## config.mk

```make
export PLATFORM = sky130hd
export DESIGN_NAME = bl_rate_end_ctl
export DESIGN_NICKNAME = d
export VERILOG_FILES = /design/src/hdl/bl_pkg.sv /design/src/hdl/bl_fifo.sv /design/src/hdl/bl_rate_end_ctl.sv
export SDC_FILE = /design/constraint.sdc
export NUM_CORES = 1
export LEC_CHECK = 0
export CORE_UTILIZATION = 68
export DETAILED_ROUTE_END_ITERATION = 10
export DONT_BUFFER_PORTS = 1
export GPL_TIMING_DRIVEN = 0
export PLACE_DENSITY_LB_ADDON = 0.15
export SYNTH_ARGS = -nofsm -noshare
export SYNTH_HDL_FRONTEND = slang
export SYNTH_SLANG_ARGS = --single-unit
```

## constraint.sdc

```tcl
create_clock -name clk -period 5.2 [get_ports clk]
set_input_delay 1.04 -clock clk [delete_from_list [all_inputs] [get_ports clk]]
set_output_delay 1.04 -clock clk [all_outputs]
set_load 0.03 [all_outputs]
```

## src/hdl/bl_pkg.sv

```systemverilog
package bl_pkg;

    // command bytes seen on the link
    localparam logic [7:0] CMD_RATE_VAR   = 8'hb5;
    localparam logic [7:0] CMD_RATE_HALF  = 8'hb7;
    localparam logic [7:0] CMD_BOOT_END   = 8'h01;
    localparam logic [7:0] END_CONFIRM    = 8'hd0;
    localparam logic [7:0] CMD_STATUS_RD  = 8'h70;

    // parameter bytes of the variable rate command
    localparam logic [7:0] VAR_PARAM_FAST = 8'h00;
    localparam logic [7:0] VAR_PARAM_SLOW = 8'h01;

    // parameter bytes of the half-duplex rate command
    localparam logic [7:0] HALF_PARAM_500K = 8'h08;
    localparam logic [7:0] HALF_PARAM_250K = 8'h07;

    // clock, link timing and buffer sizes
    localparam int CLK_HZ             = 25000000;
    localparam int OSC_TYP_MHZ        = 40;
    localparam int BYTE_GAP_MS        = 20;
    localparam int TURNAROUND_US      = 500;
    localparam int TURNAROUND_CYCLES  = (TURNAROUND_US * (CLK_HZ / 1000000));
    localparam int FIFO_DEPTH         = 16;
    localparam int BYTE_W             = 8;

    // bit rates the link can be told to run at
    typedef enum logic [2:0] {
        RATE_BOOT,
        RATE_230400,
        RATE_250000,
        RATE_460800,
        RATE_500000
    } bl_rate_e;

    localparam bl_rate_e RATE_RESET = RATE_BOOT;

    // current link configuration handed to the uart
    typedef struct packed {
        logic     halfDuplex;
        bl_rate_e rate;
    } bl_rate_s;

    // pending rate change held until the reply has left
    typedef struct packed {
        logic     valid;
        bl_rate_e rate;
    } bl_pend_s;

endpackage : bl_pkg

```

## src/hdl/bl_fifo.sv

```systemverilog
module bl_fifo
    import bl_pkg::*;
#(
    parameter int WIDTH = 8,
    parameter int DEPTH = 16
)
(
    input  wire logic             clk,
    input  wire logic             reset,
    input  wire logic             inValid,
    input  wire logic [WIDTH-1:0] inData,
    output logic                  inReady,
    output logic                  outValid,
    output logic [WIDTH-1:0]      outData,
    input  wire logic             outReady
);

    localparam int AW = $clog2(DEPTH);

    logic [WIDTH-1:0] mem [DEPTH];
    logic [AW-1:0]    wrPtr_reg;
    logic [AW-1:0]    rdPtr_reg;
    logic [AW:0]      count_reg;
    logic [AW:0]      count_next;
    logic             push;
    logic             pop;

    // handshakes on both sides
    assign inReady  = (count_reg != (AW+1)'(DEPTH));
    assign outValid = (count_reg != '0);
    assign outData  = mem[rdPtr_reg];
    assign push     = inValid && inReady;
    assign pop      = outValid && outReady;

    // occupancy
    always_comb
    begin
        count_next = count_reg;
        if (push && !pop)
            count_next = count_reg + 1'b1;
        else if (pop && !push)
            count_next = count_reg - 1'b1;
    end

    // pointers and level
    always_ff @(posedge clk)
    begin
        if (reset)
        begin
            wrPtr_reg <= '0;
            rdPtr_reg <= '0;
            count_reg <= '0;
        end
        else
        begin
            count_reg <= count_next;
            if (push)
                wrPtr_reg <= (wrPtr_reg == AW'(DEPTH-1)) ? '0 : wrPtr_reg + 1'b1;
            if (pop)
                rdPtr_reg <= (rdPtr_reg == AW'(DEPTH-1)) ? '0 : rdPtr_reg + 1'b1;
        end
    end

    // storage, no reset needed
    always_ff @(posedge clk)
    begin
        if (push)
            mem[wrPtr_reg] <= inData;
    end

endmodule : bl_fifo

```

## src/hdl/bl_rate_end_ctl.sv

```systemverilog
// Contract
// after the variable rate command and its parameter byte the device echoes the parameter byte.
// a rate change takes effect only once the confirmation byte has fully left at the old rate.
// variable rate parameter 01h gives 230400 or 250000 bps, 00h gives 460800 or 500000 bps, by duplex mode.
// after the half-duplex rate command and its parameter the device answers with the command byte.
// half-duplex rate parameter 08h gives 500000 bps, 07h gives 250000 bps, all others are reserved.
// boot end is the end command byte then a confirmation byte, answered by the end command byte.
// after the boot end exchange the device ignores every byte until reset.
// the programmer ends the session when reprogramming is done or before power is removed.
// the programmer leaves at least 20 ms between the bytes it sends.
// in half-duplex mode a party stops driving the shared pin within 500 us of finishing its send.
// a status read after a program or erase returns the status reflecting that operation.
// the programmer sends only 00h or 01h as the variable rate parameter.
// a reserved half-duplex rate parameter leaves the current rate unchanged after the reply.
module bl_rate_end_ctl
    import bl_pkg::*;
#(
    parameter int          DEPTH       = FIFO_DEPTH,
    parameter logic [7:0]  STATUS_CMD  = CMD_STATUS_RD
)
(
    input  wire logic              clk,
    input  wire logic              reset,
    input  wire logic              halfDuplexStrap,
    input  wire logic              rxValid,
    input  wire logic [BYTE_W-1:0] rxData,
    output logic                   rxReady,
    output logic                   txValid,
    output logic [BYTE_W-1:0]      txData,
    input  wire logic              txReady,
    input  wire logic              txDone,
    input  wire logic [BYTE_W-1:0] flashStatusValue,
    input  wire logic              progEraseDone,
    output bl_rate_s               rateCfg,
    output logic                   pinDriveEn,
    output logic                   bootEnded
);

    typedef enum logic [2:0] {
        ST_IDLE,
        ST_PARAM,
        ST_CONFIRM,
        ST_SEND,
        ST_WAIT_DONE,
        ST_HALT
    } bl_state_e;

    // width of the local fill level, one bit more than the buffer's address
    localparam int LW = $clog2(DEPTH) + 1;

    bl_state_e         state_reg;
    logic [BYTE_W-1:0] cmd_reg;
    logic [BYTE_W-1:0] reply_reg;
    bl_pend_s          pend_reg;
    bl_pend_s          pend_next;
    bl_rate_s          rate_reg;
    logic              strapTaken_reg;
    logic              txValid_reg;
    logic              drive_reg;
    logic              ended_reg;
    logic              endPending_reg;
    logic              progErase_reg;

    logic              bufValid;
    logic [BYTE_W-1:0] bufData;
    logic              bufReady;
    logic              fifoInReady;
    logic              rxReady_reg;
    logic              take;
    logic              bufPush;
    logic [LW-1:0]     level_reg;
    logic [LW-1:0]     level_next;
    logic [BYTE_W-1:0] statusSnap_reg;

    // receive buffer between the uart and the interpreter
    bl_fifo #(
        .WIDTH (BYTE_W),
        .DEPTH (DEPTH)
    ) u_rxbuf (
        .clk      (clk),
        .reset    (reset),
        .inValid  (rxValid && rxReady_reg),
        .inData   (rxData),
        .inReady  (fifoInReady),
        .outValid (bufValid),
        .outData  (bufData),
        .outReady (bufReady)
    );

    // byte written into the buffer this cycle
    assign bufPush = rxValid && rxReady_reg && fifoInReady;

    // local fill level, which the room flag checks along with the buffer's own ready
    always_comb
    begin
        level_next = level_reg;
        if (bufPush && !take)
            level_next = level_reg + 1'b1;
        else if (take && !bufPush)
            level_next = level_reg - 1'b1;
    end

    // fill level register
    always_ff @(posedge clk)
    begin
        if (reset)
            level_reg <= '0;
        else
            level_reg <= level_next;
    end

    // registered copy of the buffer's room, one cycle conservative
    always_ff @(posedge clk)
    begin
        if (reset)
            rxReady_reg <= 1'b0;
        else
            rxReady_reg <= fifoInReady && !(bufPush && level_reg == LW'(DEPTH-1));
    end

    // bytes are drained only while listening; the halt state swallows them all
    assign bufReady = (state_reg == ST_IDLE) || (state_reg == ST_PARAM) ||
                      (state_reg == ST_CONFIRM) || (state_reg == ST_HALT);
    assign take     = bufValid && bufReady;

    // duplex mode strap, caught once after reset release
    always_ff @(posedge clk)
    begin
        if (reset)
            strapTaken_reg <= 1'b0;
        else
            strapTaken_reg <= 1'b1;
    end

    // rate decode of a parameter byte for the pending command
    always_comb
    begin
        pend_next = '{valid: 1'b0, rate: RATE_RESET};
        if (cmd_reg == CMD_RATE_VAR)
        begin
            if (bufData == VAR_PARAM_SLOW)
                pend_next = '{valid: 1'b1, rate: rate_reg.halfDuplex ? RATE_250000 : RATE_230400};
            else if (bufData == VAR_PARAM_FAST)
                pend_next = '{valid: 1'b1, rate: rate_reg.halfDuplex ? RATE_500000 : RATE_460800};
        end
        else
        begin
            if (bufData == HALF_PARAM_500K)
                pend_next = '{valid: 1'b1, rate: RATE_500000};
            else if (bufData == HALF_PARAM_250K)
                pend_next = '{valid: 1'b1, rate: RATE_250000};
        end
    end

    // command sequencer
    always_ff @(posedge clk)
    begin
        if (reset)
        begin
            state_reg      <= ST_IDLE;
            cmd_reg        <= '0;
            reply_reg      <= '0;
            pend_reg       <= '{valid: 1'b0, rate: RATE_RESET};
            endPending_reg <= 1'b0;
        end
        else
        begin
            case (state_reg)
                ST_IDLE:
                begin
                    pend_reg       <= '{valid: 1'b0, rate: RATE_RESET};
                    endPending_reg <= 1'b0;
                    if (take)
                    begin
                        cmd_reg <= bufData;
                        if (bufData == CMD_RATE_VAR || bufData == CMD_RATE_HALF)
                            state_reg <= ST_PARAM;
                        else if (bufData == CMD_BOOT_END)
                            state_reg <= ST_CONFIRM;
                        else if (bufData == STATUS_CMD)
                        begin
                            reply_reg <= progErase_reg ? statusSnap_reg : flashStatusValue;
                            state_reg <= ST_SEND;
                        end
                    end
                end
                ST_PARAM:
                begin
                    if (take)
                    begin
                        // echo parameter for the variable command, command byte otherwise
                        reply_reg <= (cmd_reg == CMD_RATE_VAR) ? bufData : CMD_RATE_HALF;
                        pend_reg  <= pend_next;
                        state_reg <= ST_SEND;
                    end
                end
                ST_CONFIRM:
                begin
                    if (take)
                    begin
                        if (bufData == END_CONFIRM)
                        begin
                            reply_reg      <= CMD_BOOT_END;
                            endPending_reg <= 1'b1;
                            state_reg      <= ST_SEND;
                        end
                        else
                            state_reg <= ST_IDLE;
                    end
                end
                ST_SEND:
                begin
                    if (txValid_reg && txReady)
                        state_reg <= ST_WAIT_DONE;
                end
                ST_WAIT_DONE:
                begin
                    if (txDone)
                        state_reg <= endPending_reg ? ST_HALT : ST_IDLE;
                end
                ST_HALT:
                begin
                    state_reg <= ST_HALT;
                end
                default:
                begin
                    state_reg <= ST_IDLE;
                end
            endcase
        end
    end

    // transmit request toward the uart
    always_ff @(posedge clk)
    begin
        if (reset)
            txValid_reg <= 1'b0;
        else if (txValid_reg && txReady)
            txValid_reg <= 1'b0;
        else if (state_reg == ST_SEND)
            txValid_reg <= 1'b1;
    end

    // link rate, switched only when the reply has fully left
    always_ff @(posedge clk)
    begin
        if (reset)
            rate_reg <= '{halfDuplex: 1'b0, rate: RATE_RESET};
        else
        begin
            if (!strapTaken_reg)
                rate_reg.halfDuplex <= halfDuplexStrap;
            if (state_reg == ST_WAIT_DONE && txDone && pend_reg.valid)
                rate_reg.rate <= pend_reg.rate;
        end
    end

    // shared pin drive, released the cycle after the last stop bit
    always_ff @(posedge clk)
    begin
        if (reset)
            drive_reg <= 1'b0;
        else if (state_reg == ST_WAIT_DONE && txDone)
            drive_reg <= 1'b0;
        else if (state_reg == ST_SEND && rate_reg.halfDuplex)
            drive_reg <= 1'b1;
    end

    // session end flag
    always_ff @(posedge clk)
    begin
        if (reset)
            ended_reg <= 1'b0;
        else if (state_reg == ST_WAIT_DONE && txDone && endPending_reg)
            ended_reg <= 1'b1;
    end

    // remembers that a program or erase finished, for a later status read
    always_ff @(posedge clk)
    begin
        if (reset)
            progErase_reg <= 1'b0;
        else if (progEraseDone)
            progErase_reg <= 1'b1;
        else if (take && state_reg == ST_IDLE && bufData == STATUS_CMD)
            progErase_reg <= 1'b0;
    end

    // status caught when a program or erase finishes, returned by the next status read
    always_ff @(posedge clk)
    begin
        if (reset)
            statusSnap_reg <= '0;
        else if (progEraseDone)
            statusSnap_reg <= flashStatusValue;
    end

    assign rxReady    = rxReady_reg;
    assign txValid    = txValid_reg;
    assign txData     = reply_reg;
    assign rateCfg    = rate_reg;
    assign pinDriveEn = drive_reg;
    assign bootEnded  = ended_reg;

endmodule : bl_rate_end_ctl

```

# Word-level counts from Yosys, hierarchy flattened
# Memory sizes are Yosys's and may differ from the RTL's. A register that Yosys moved wholly into a read port is not among the register bits.
# Index checks and enable logic that the tools add are counted.
[totals]
reg_bits = 60
latch_bits = 0
ram_bits = 128
rom_bits = 0
in_bits = 23
wordCells = 135
memories = 1
[mem_list]
columns = ["memory", "depth", "width", "read_ports", "rd_clocked_by_memory_dff", "write_ports", "line", "text"]
rows = [
  ["u_rxbuf.mem", 16, 8, 1, 1, 1, "bl_fifo.sv:20", "logic [WIDTH-1:0] mem [DEPTH];"],
]
[classes]
add_sub_neg = 6
n_mul = 0
div = 0
n_lt_le_gt_ge = 0
n_eq_ne = 27
shift = 0
muxes = 46
bitwise = 0
reduce_logical = 36
[op_table]
columns = ["cell", "n"]
rows = [
  ["$mux W8", 9],
  ["$mux W4", 10],
  ["$eq A8 B8 Y1 const B", 4],
  ["$mux W3", 10],
  ["$pmux W8 S3", 1],
  ["$mux W5", 4],
  ["$pmux W3 S6", 1],
  ["$logic_and A1 B1 Y1", 14],
  ["$ne A2 B2 Y1 const B", 7],
  ["$add A5 B1 Y5 const B", 2],
  ["$sub A5 B1 Y5 const B", 2],
  ["$add A4 B1 Y4 const B", 2],
  ["$eq A4 B4 Y1 const B", 2],
  ["$eq A8 B1 Y1 const B", 1],
  ["$eq A8 B3 Y1 const B", 1],
  ["$eq A8 B4 Y1 const B", 1],
  ["$eq A8 B7 Y1 const B", 1],
  ["$logic_not A8 Y1", 1],
  ["$pmux W4 S2", 1],
  ["$reduce_and A8 Y1", 1],
  ["$reduce_bool A2 Y1", 4],
  ["$mux W1", 7],
  ["$eq A3 B2 Y1 const B", 2],
  ["$eq A3 B3 Y1 const B", 2],
  ["other kinds (16)", 25],
]

# Longest topological paths before layout
# Gate-level depths: netlist (run 1).
[logic_depth]
word_depth = 9
depth_mapped = 13
depth_no_buf = 13

# Hierarchy
# Synthesis (run 1) repeated with hierarchy kept, for this count alone.
[unflattened]
cells_unflattened = 603
area_unflattened_um2 = 8311.7
[by_module_without_submodules]
columns = ["module", "n_inst", "cells_per_inst", "area_each_um2", "seq_area_each_um2"]
rows = [
  ["bl_fifo", 1, 311, 5771.8, 4184.0],
  ["bl_rate_end_ctl", 1, 292, 2539.9, 940.9],
]

# Worst setup path after synthesis (run 1)
# No wires, ideal clock.
[synth_path]
kind = "input to register"
startpoint = "input port rxValid"
endpoint = "register level_reg[4]"
setup_ns = 0.070
arrival_time_ns = 3.272
path_slack_ns = 1.857
stages = 10
n_path_buf = 0
cell_sequence = "nand2_1 > a21oi_1 > ha_1 > inv_1 > fa_1 > a21o_1 > a21oi_1 > xnor2_1 > or3_1 > a21oi_1"
[synth_via]
elab_chain_cells = 5
elab_cells_between_ends = 7
classes_between = "mux: 1; reduce/logical: 6"
[synth_rtl]
columns = ["element", "line", "text"]
rows = [
  ["start, declared", "bl_rate_end_ctl.sv:25", "input wire logic rxValid,"],
  ["$logic_and A1 B1 Y1 * (2 in series)", "bl_rate_end_ctl.sv:91", "assign bufPush = rxValid && rxReady_reg && fifoInReady;"],
  ["via bufPush", "bl_rate_end_ctl.sv:70", "logic bufPush;"],
  ["$logic_not A1 Y1", "bl_rate_end_ctl.sv:99", "else if (take && !bufPush)"],
  ["$logic_and A1 B1 Y1", "bl_rate_end_ctl.sv:99", ""],
  ["$reduce_bool A2 Y1 (no source line)", "-", ""],
  ["end signal, assigned", "bl_rate_end_ctl.sv:109", "level_reg <= level_next;"],
  ["end, declared", "bl_rate_end_ctl.sv:71", "logic [LW-1:0] level_reg;"],
]
# Mark *: on every way through the listed nets, which the timed path passes. The rest lies on a longest branch.
# A chain may end at the register's enable or synchronous reset.

==> metrics.txt, run 1 <==
die width=113 um; DRC=0; via count=5356; final wirelength=18.4 mm; number of DRC markers in iteration 0=644; Synth warnings=0; Hold-fix buffers, CTS=0; clock insertion delay at the later pin of the skew report=0.44 ns; setup tns final=0 ns; routability cong.=0.940; Total Routing Usage GR=31.1%; outcome=completed; initial antenna violation count=0; number of global-route vias before repair=5236; DIE HEIGHT=113 um; critical path endpoint category=register; P&R area growth vs syn=9.13%; layout cell share with drive strength beyond 1=12.8%; cell taking the most area after synthesis=edfxtp_1; ys flop type=edfxtp_1; register area share after synthesis=61.3%; nets@finish=690; top cells by area, synth=edfxtp_1 46%, dfxtp_1 15%, mux4_2 4.9%; Routed Antenna Nets=0; Hold Vio Cnt, Final=0; fill count=720; Rows=40; grt total ovfl=0; Hold Path Class=register to register; Root Buffer=clkbuf_16; Reg2Reg Depth=9; setup violators final=0; H-Tree Level Count=4; RSZ-0062 raised after global routing=no; DP HPWL=12.3 mm; core footprint=12000 um2; die footprint=12700 um2; pwr dens=504 nW/um2; max-slew violation count=0; final setup margin=1.54 ns; critical path start-end classification=register to register; ys async rst share=0%; Worst slew margin=22.0%; Top reg by flops=u_rxbuf.mem; vias per cell=6.60; Max-Cap Viols=0; post-synth top area share=46.0%; synthesized area per cell=13.2 um2; hold endpoint=cmd_reg[6]; Crit Path Max Fanout=10; fmax=274 MHz; number of synthesized flops with an enable pin=128; TritonCTS clock tree=done; crit start category=register; Synth Cell Area=8360 um2; Worst-Margin Slew=1.17 ns; Tcrit/Tclk final=70.3%; Reg clk slew, reported paths=0.07 ns; largest net degree at the start of global routing=18; DR WL/cell=22.6 um; Worst Path Required=5.53 ns; unique cell type count in the Yosys netlist=68; clk_skew=0.0120 ns; Max rail drop VDD=381 uV; max reg flops=128; PortBufs=0; post-CTS setup buffers=0; leakage=3.11 nW; post_cts resized=0; worst min-delay path startpoint=cmd_reg[6]; Num CTS Buffers=17; syn nets=670; crit path time final=3.66 ns; post-synthesis cell count=633; first-pass GRT wire length=28.3 mm; initial core utilization=69.6%; clk buf depth=2; Reg2Reg Setup Slack=1.54 ns; I/O pins=39; pre-CTS WS=1.43 ns; TritonRoute pass-1 iters=5; WHS Path Cells=2; Reg2Reg Capture Point=txData[5]; clock tree sinks=192; #FFs+latches synth=192; antenna cells=0; WP data arrival=3.98 ns
-- through the flow --
step / total power [mW] / std cells / hold slack (ns) / util (%) / instance area [um2]
2_1_floorplan: 3.03 / 633 / 0.432 / - / 8360
6_report: 4.60 / 812 / 0.461 / 75.9 / 9120
5_1_grt: 4.82 / 812 / 0.491 / 75.9 / 9120
4_1_cts: 4.60 / 812 / 0.460 / 75.9 / 9120
3_3_place_gp: 3.31 / 780 / 0.438 / 71.1 / 8540
3_5_place_dp: 3.36 / 781 / 0.450 / 71.3 / 8560
-- cell usage after synthesis (4+ instances only) --
library cell and number:
a211oi_1 10, a21o_1 4, a21oi_1 41, a221oi_1 6, a31oi_1 9, buf_1 4, buf_6 4, clkbuf_1 17
dfxtp_1 64, edfxtp_1 128, ha_1 12, inv_1 12, mux2_2 12, mux2i_1 36, mux4_1 4, mux4_2 18
nand2_1 35, nand2b_1 6, nand3_1 8, nor2_1 65, nor2b_1 6, nor3_1 17, nor4_1 7, o21ai_0 14
o22ai_1 5, or3_1 7, xnor2_1 4, xor2_1 8
-- metal layers --
metal  up-vias  part of all wire (%)  global-route usage (%)
met1      2589                    39                    38.6
met2       244                    49                    49.4
met3        60                   7.5                    7.45
li1       2463                     -                       -
met5         -                     0                       0
met4         0                   4.5                    20.3
-- layout make-up --
class	count	area [um2]	area share, %
buffer	31	161	1.77
multi-input combinational	397	3040	33.3
inverter	13	48.8	0.535
timing repair buffer	1	7.51	0.0823
clock inverter	13	128	1.40
clock buffer	18	429	4.71
tap	147	184	2.02
sequential	192	5120	56.2
-- where the power goes --
part / switching [mW] / internal (mW) / total (mW)
Clock: 0.574 / 0.669 / 1.24
Combinational: 0.875 / 0.612 / 1.49
Sequential: 0.126 / 1.75 / 1.87
-- worst max-delay path: stages, from the launching register on --
cell and delay [ns]:
dfxtp_1 0.37, buf_4 0.23, clkbuf_1 0.45, mux4_2 0.31, mux2i_1 0.07, mux2i_1 0.53
o21ai_1 0.46, o41ai_4 0.62, nand3_2 0.18, mux2_4 0.33
-- worst max-delay path by stage --
stage	end	slack, ns	from	cells after the start
global placement	level_reg[4]	1.56	rxValid	10
finish	txData[5]	1.54	register	9
global route	level_reg[4]	1.28	u_rxbuf.count_reg[0]	12
CTS	level_reg[4]	1.56	u_rxbuf.count_reg[0]	12
detailed placement	level_reg[4]	1.43	rxValid	10
floorplan	level_reg[4]	1.86	rxValid	10
-- placed cells by master, fill, tap and decap left out, types with 8 or more instances in the layout --
cell and count:
ha_1 12, dfxtp_1 64, a21oi_1 41, xor2_1 8
nor2_1 65, clkbuf_16 17, nand2_1 35, mux2i_1 36
clkbuf_1 18, mux2_2 12, mux4_2 18, a31oi_1 9
edfxtp_1 128, nor3_1 14, inv_1 12, a211oi_1 10
o21ai_0 14, nand3_1 8
-- logic make-up (layout without fill, tap and decap cells) --
| family | count (synthesis) | after routing | share of synthesized area [%] |
|---|---|---|---|
| flops | 192 | 192 | 61.3 |
| xor+xnor | 12 | 12 | 1.26 |
| fa+ha+maj | 14 | 14 | 2.28 |
| mux | 71 | 71 | 12.2 |
| simple gates | 178 | 178 | 10.4 |
| buf+inv | 44 | 76 | 2.51 |
| compound gates | 122 | 122 | 10.1 |
No activity file was read; power rests on OpenSTA's default activity.
==> inputs of run 2 (changes only) <==
- CORE_UTILIZATION: 68 -> 57
- clock period: 5.2 -> 3 ns (I/O delays scaled with it)
==> run 2 against run 1 <==
Global-route usage decreased by 4.2 points. Utilization decreased by 6.3 points. Clock skew about the same. Sequential share of layout area decreased by 3.9 points. Routed wire length increased by 7.9%. Final cell count increased by 7.6%. Die area increased by 19%. Largest cell class unchanged.
==> metrics.txt, run 2 (synthesis gave the netlist of run 1 again) <==
Tcrit/Tclk final=98.6% (+28 points); Total Routing Usage GR=26.9% (-4.2 points); Clk pwr share=25.9% (-1.1 points); Reg clk slew, reported paths=0.07 ns (about the same); clk buf depth=2 (unchanged); crit path time final=2.96 ns (-0.696 ns); Final Non-Filler Cells=874 (+7.6%); Routed Antenna Nets=0 (unchanged); initial antenna violation count=0 (unchanged); final wirelength=19.8 mm (+7.9%); leakage=3.32 nW (+6.9%); NetSw=3.12 mW (+98%); WHS Path Cells=0 (-2); crit start category=register; Inst Count DP=813 (+4.1%); most common cell after layout, fill and taps aside=edfxtp_1; Worst-Margin Slew=1.22 ns (+0.0506 ns); P&R area growth vs syn=17.5%; Worst slew margin=18.6% (-3.4 points); clock insertion delay at the later pin of the skew report=0.43 ns (about the same); Int Pwr=5.87 mW (+94%); grt total ovfl=0 (unchanged); max reg flops=128 (unchanged); fill count=938 (+30%); DRC=0 (unchanged); number of global-route vias before repair=5211 (-0.48%); core footprint=14100 um2 (+17%); Reg2Reg Setup Slack=0.04 ns (-1.50 ns); Hold Vio Cnt, Final=0 (unchanged); initial core utilization=59.3% (-10 points); clk_skew=0.0119 ns (-0.000116 ns); RSZ-0062 raised after global routing=yes; setup violators final=0 (unchanged); first-pass GRT wire length=29.1 mm (+2.7%); Hold Path Class=primary input to register; layout cell share with drive strength beyond 1=24.5% (+12 points); Sw Ratio=34.7% (+0.52 points); WP data arrival=3.30 ns (-0.68 ns); DP HPWL=12.5 mm (+1.6%); die footprint=15200 um2 (+19%); DIE HEIGHT=123 um (+9.1%); Crit Path Max Fanout=8 (-2); Max rail drop VDD=548 uV (+44%); Rows=43 (+7.5%); Num CTS Buffers=17 (unchanged); TritonRoute pass-1 iters=5 (unchanged); largest net degree at the start of global routing=20 (+2); Root Buffer=clkbuf_16; DR WL/cell=22.7 um (+0.21%); antenna cells=0 (unchanged); I/O pins=39 (unchanged); max-slew violation count=0 (unchanged); sequential share of power=36.5% (-4.2 points); Reg2Reg Depth=9 (unchanged); critical path endpoint category=register; hold endpoint=u_rxbuf.mem[0][2]; clock tree sinks=192 (unchanged); Worst Path Required=3.34 ns (-2.19 ns); Max-Cap Viols=0 (unchanged); most frequent cells in the layout=128 x edfxtp_1, 64 x nor2_1, 61 x dfxtp_1; pwr dens=916 nW/um2 (+82%); number of DRC markers in iteration 0=480 (-25%); setup tns final=0 ns (unchanged); via count=5540 (+3.4%); Reg2Reg Capture Point=txData[3]; critical path start-end classification=register to register; die width=123 um (+9.1%); worst min-delay path startpoint=rxData[2]; Top reg by flops=u_rxbuf.mem; H-Tree Level Count=4 (unchanged); nets@finish=718 (+4.1%); TritonCTS clock tree=done; Hold-fix buffers, CTS=0 (unchanged); PortBufs=0 (unchanged); vias per cell=6.34 (-3.9%); routability cong.=0.906 (-3.6%); Comb power frac=37.6% (+5.3 points); fmax=338 MHz (+24%); outcome=completed
run 2: cell count changes in the layout (fill, tap and decap cells not counted), sizes merged:
cell,delta
buf,+29
bufinv,+1
clkbuf,-1
clkinv,-1
clkinvlp,+2
inv,-1
run 2: through the flow:
step	setup slack, ns	hold WS, ns	power, mW	instance area [um2]	util [%]
final	0.0409	0.257	9.00	9820	69.7
after global routing	-0.0421	0.238	9.37	9820	69.7
after CTS	-0.00730	0.248	8.42	9420	66.8
after detailed placement	-0.617	0.450	5.85	8600	61.0
after global placement	-0.621	0.438	5.76	8580	60.9
after floorplan	0.0704	0.432	5.25	8360	-
run 2: worst max-delay path by stage:
stage,start,endpoint,slack (ns),depth (start not counted)
after floorplan,u_rxbuf.count_reg[0],level_reg[4],0.07,12
after global placement,register,txData[5],-0.62,9
after detailed placement,u_rxbuf.count_reg[0],level_reg[4],-0.62,12
after CTS,u_rxbuf.count_reg[1],level_reg[4],-0.007,12
after global routing,u_rxbuf.count_reg[3],u_rxbuf.count_reg[4],-0.04,12
final,register,txData[3],0.04,9
run 2: critical path, cell delays in order, from the launching register on:
cell,delay [ns]
dfxtp_4,0.38
buf_6,0.12
mux4_2,0.54
a22o_4,0.29
or3_4,0.38
buf_6,0.15
o41ai_4,0.48
buf_4,0.21
a31oi_1,0.08
a211oi_1,0.23
run 2: final cells by class:
class | count | area [um2] | share of cell area, %
Clock buffer | 18 | 429 | 4.37
Buffer | 30 | 219 | 2.23
Inverter | 13 | 52.6 | 0.535
Clock inverter | 14 | 188 | 1.91
Timing Repair Buffer | 30 | 246 | 2.51
Tap cell | 180 | 225 | 2.29
Multi-Input combinational cell | 397 | 3330 | 33.9
Sequential cell | 192 | 5130 | 52.3
run 2: what timing repair did:
action	4_1_cts	5_1_grt
setup buffers	9	19
endpoints found under the setup margin	23	17
cloned	1	1
pin swaps	6	18
resized for setup	36	51
run 2: layer usage:
metal	up-vias	routed length [um]	global-route usage (%)	share of wire, %
met2	240	9900	44.9	50
met4	0	424	9.71	2.1
met1	2739	8190	35.0	41
met5	-	0	0	0
li1	2523	-	-	-
met3	38	1290	5.58	6.5
run 2: power by group through the flow:
| stage | clock (mW) | combinational (mW) | sequential (mW) |
|---|---|---|---|
| after detailed placement | 0 | 2.55 | 3.30 |
| final | 2.33 | 3.39 | 3.28 |
| after global routing | 2.45 | 3.62 | 3.30 |
| after floorplan | 0 | 2.00 | 3.25 |
| after global placement | 0 | 2.48 | 3.29 |
| after CTS | 2.35 | 2.81 | 3.26 |
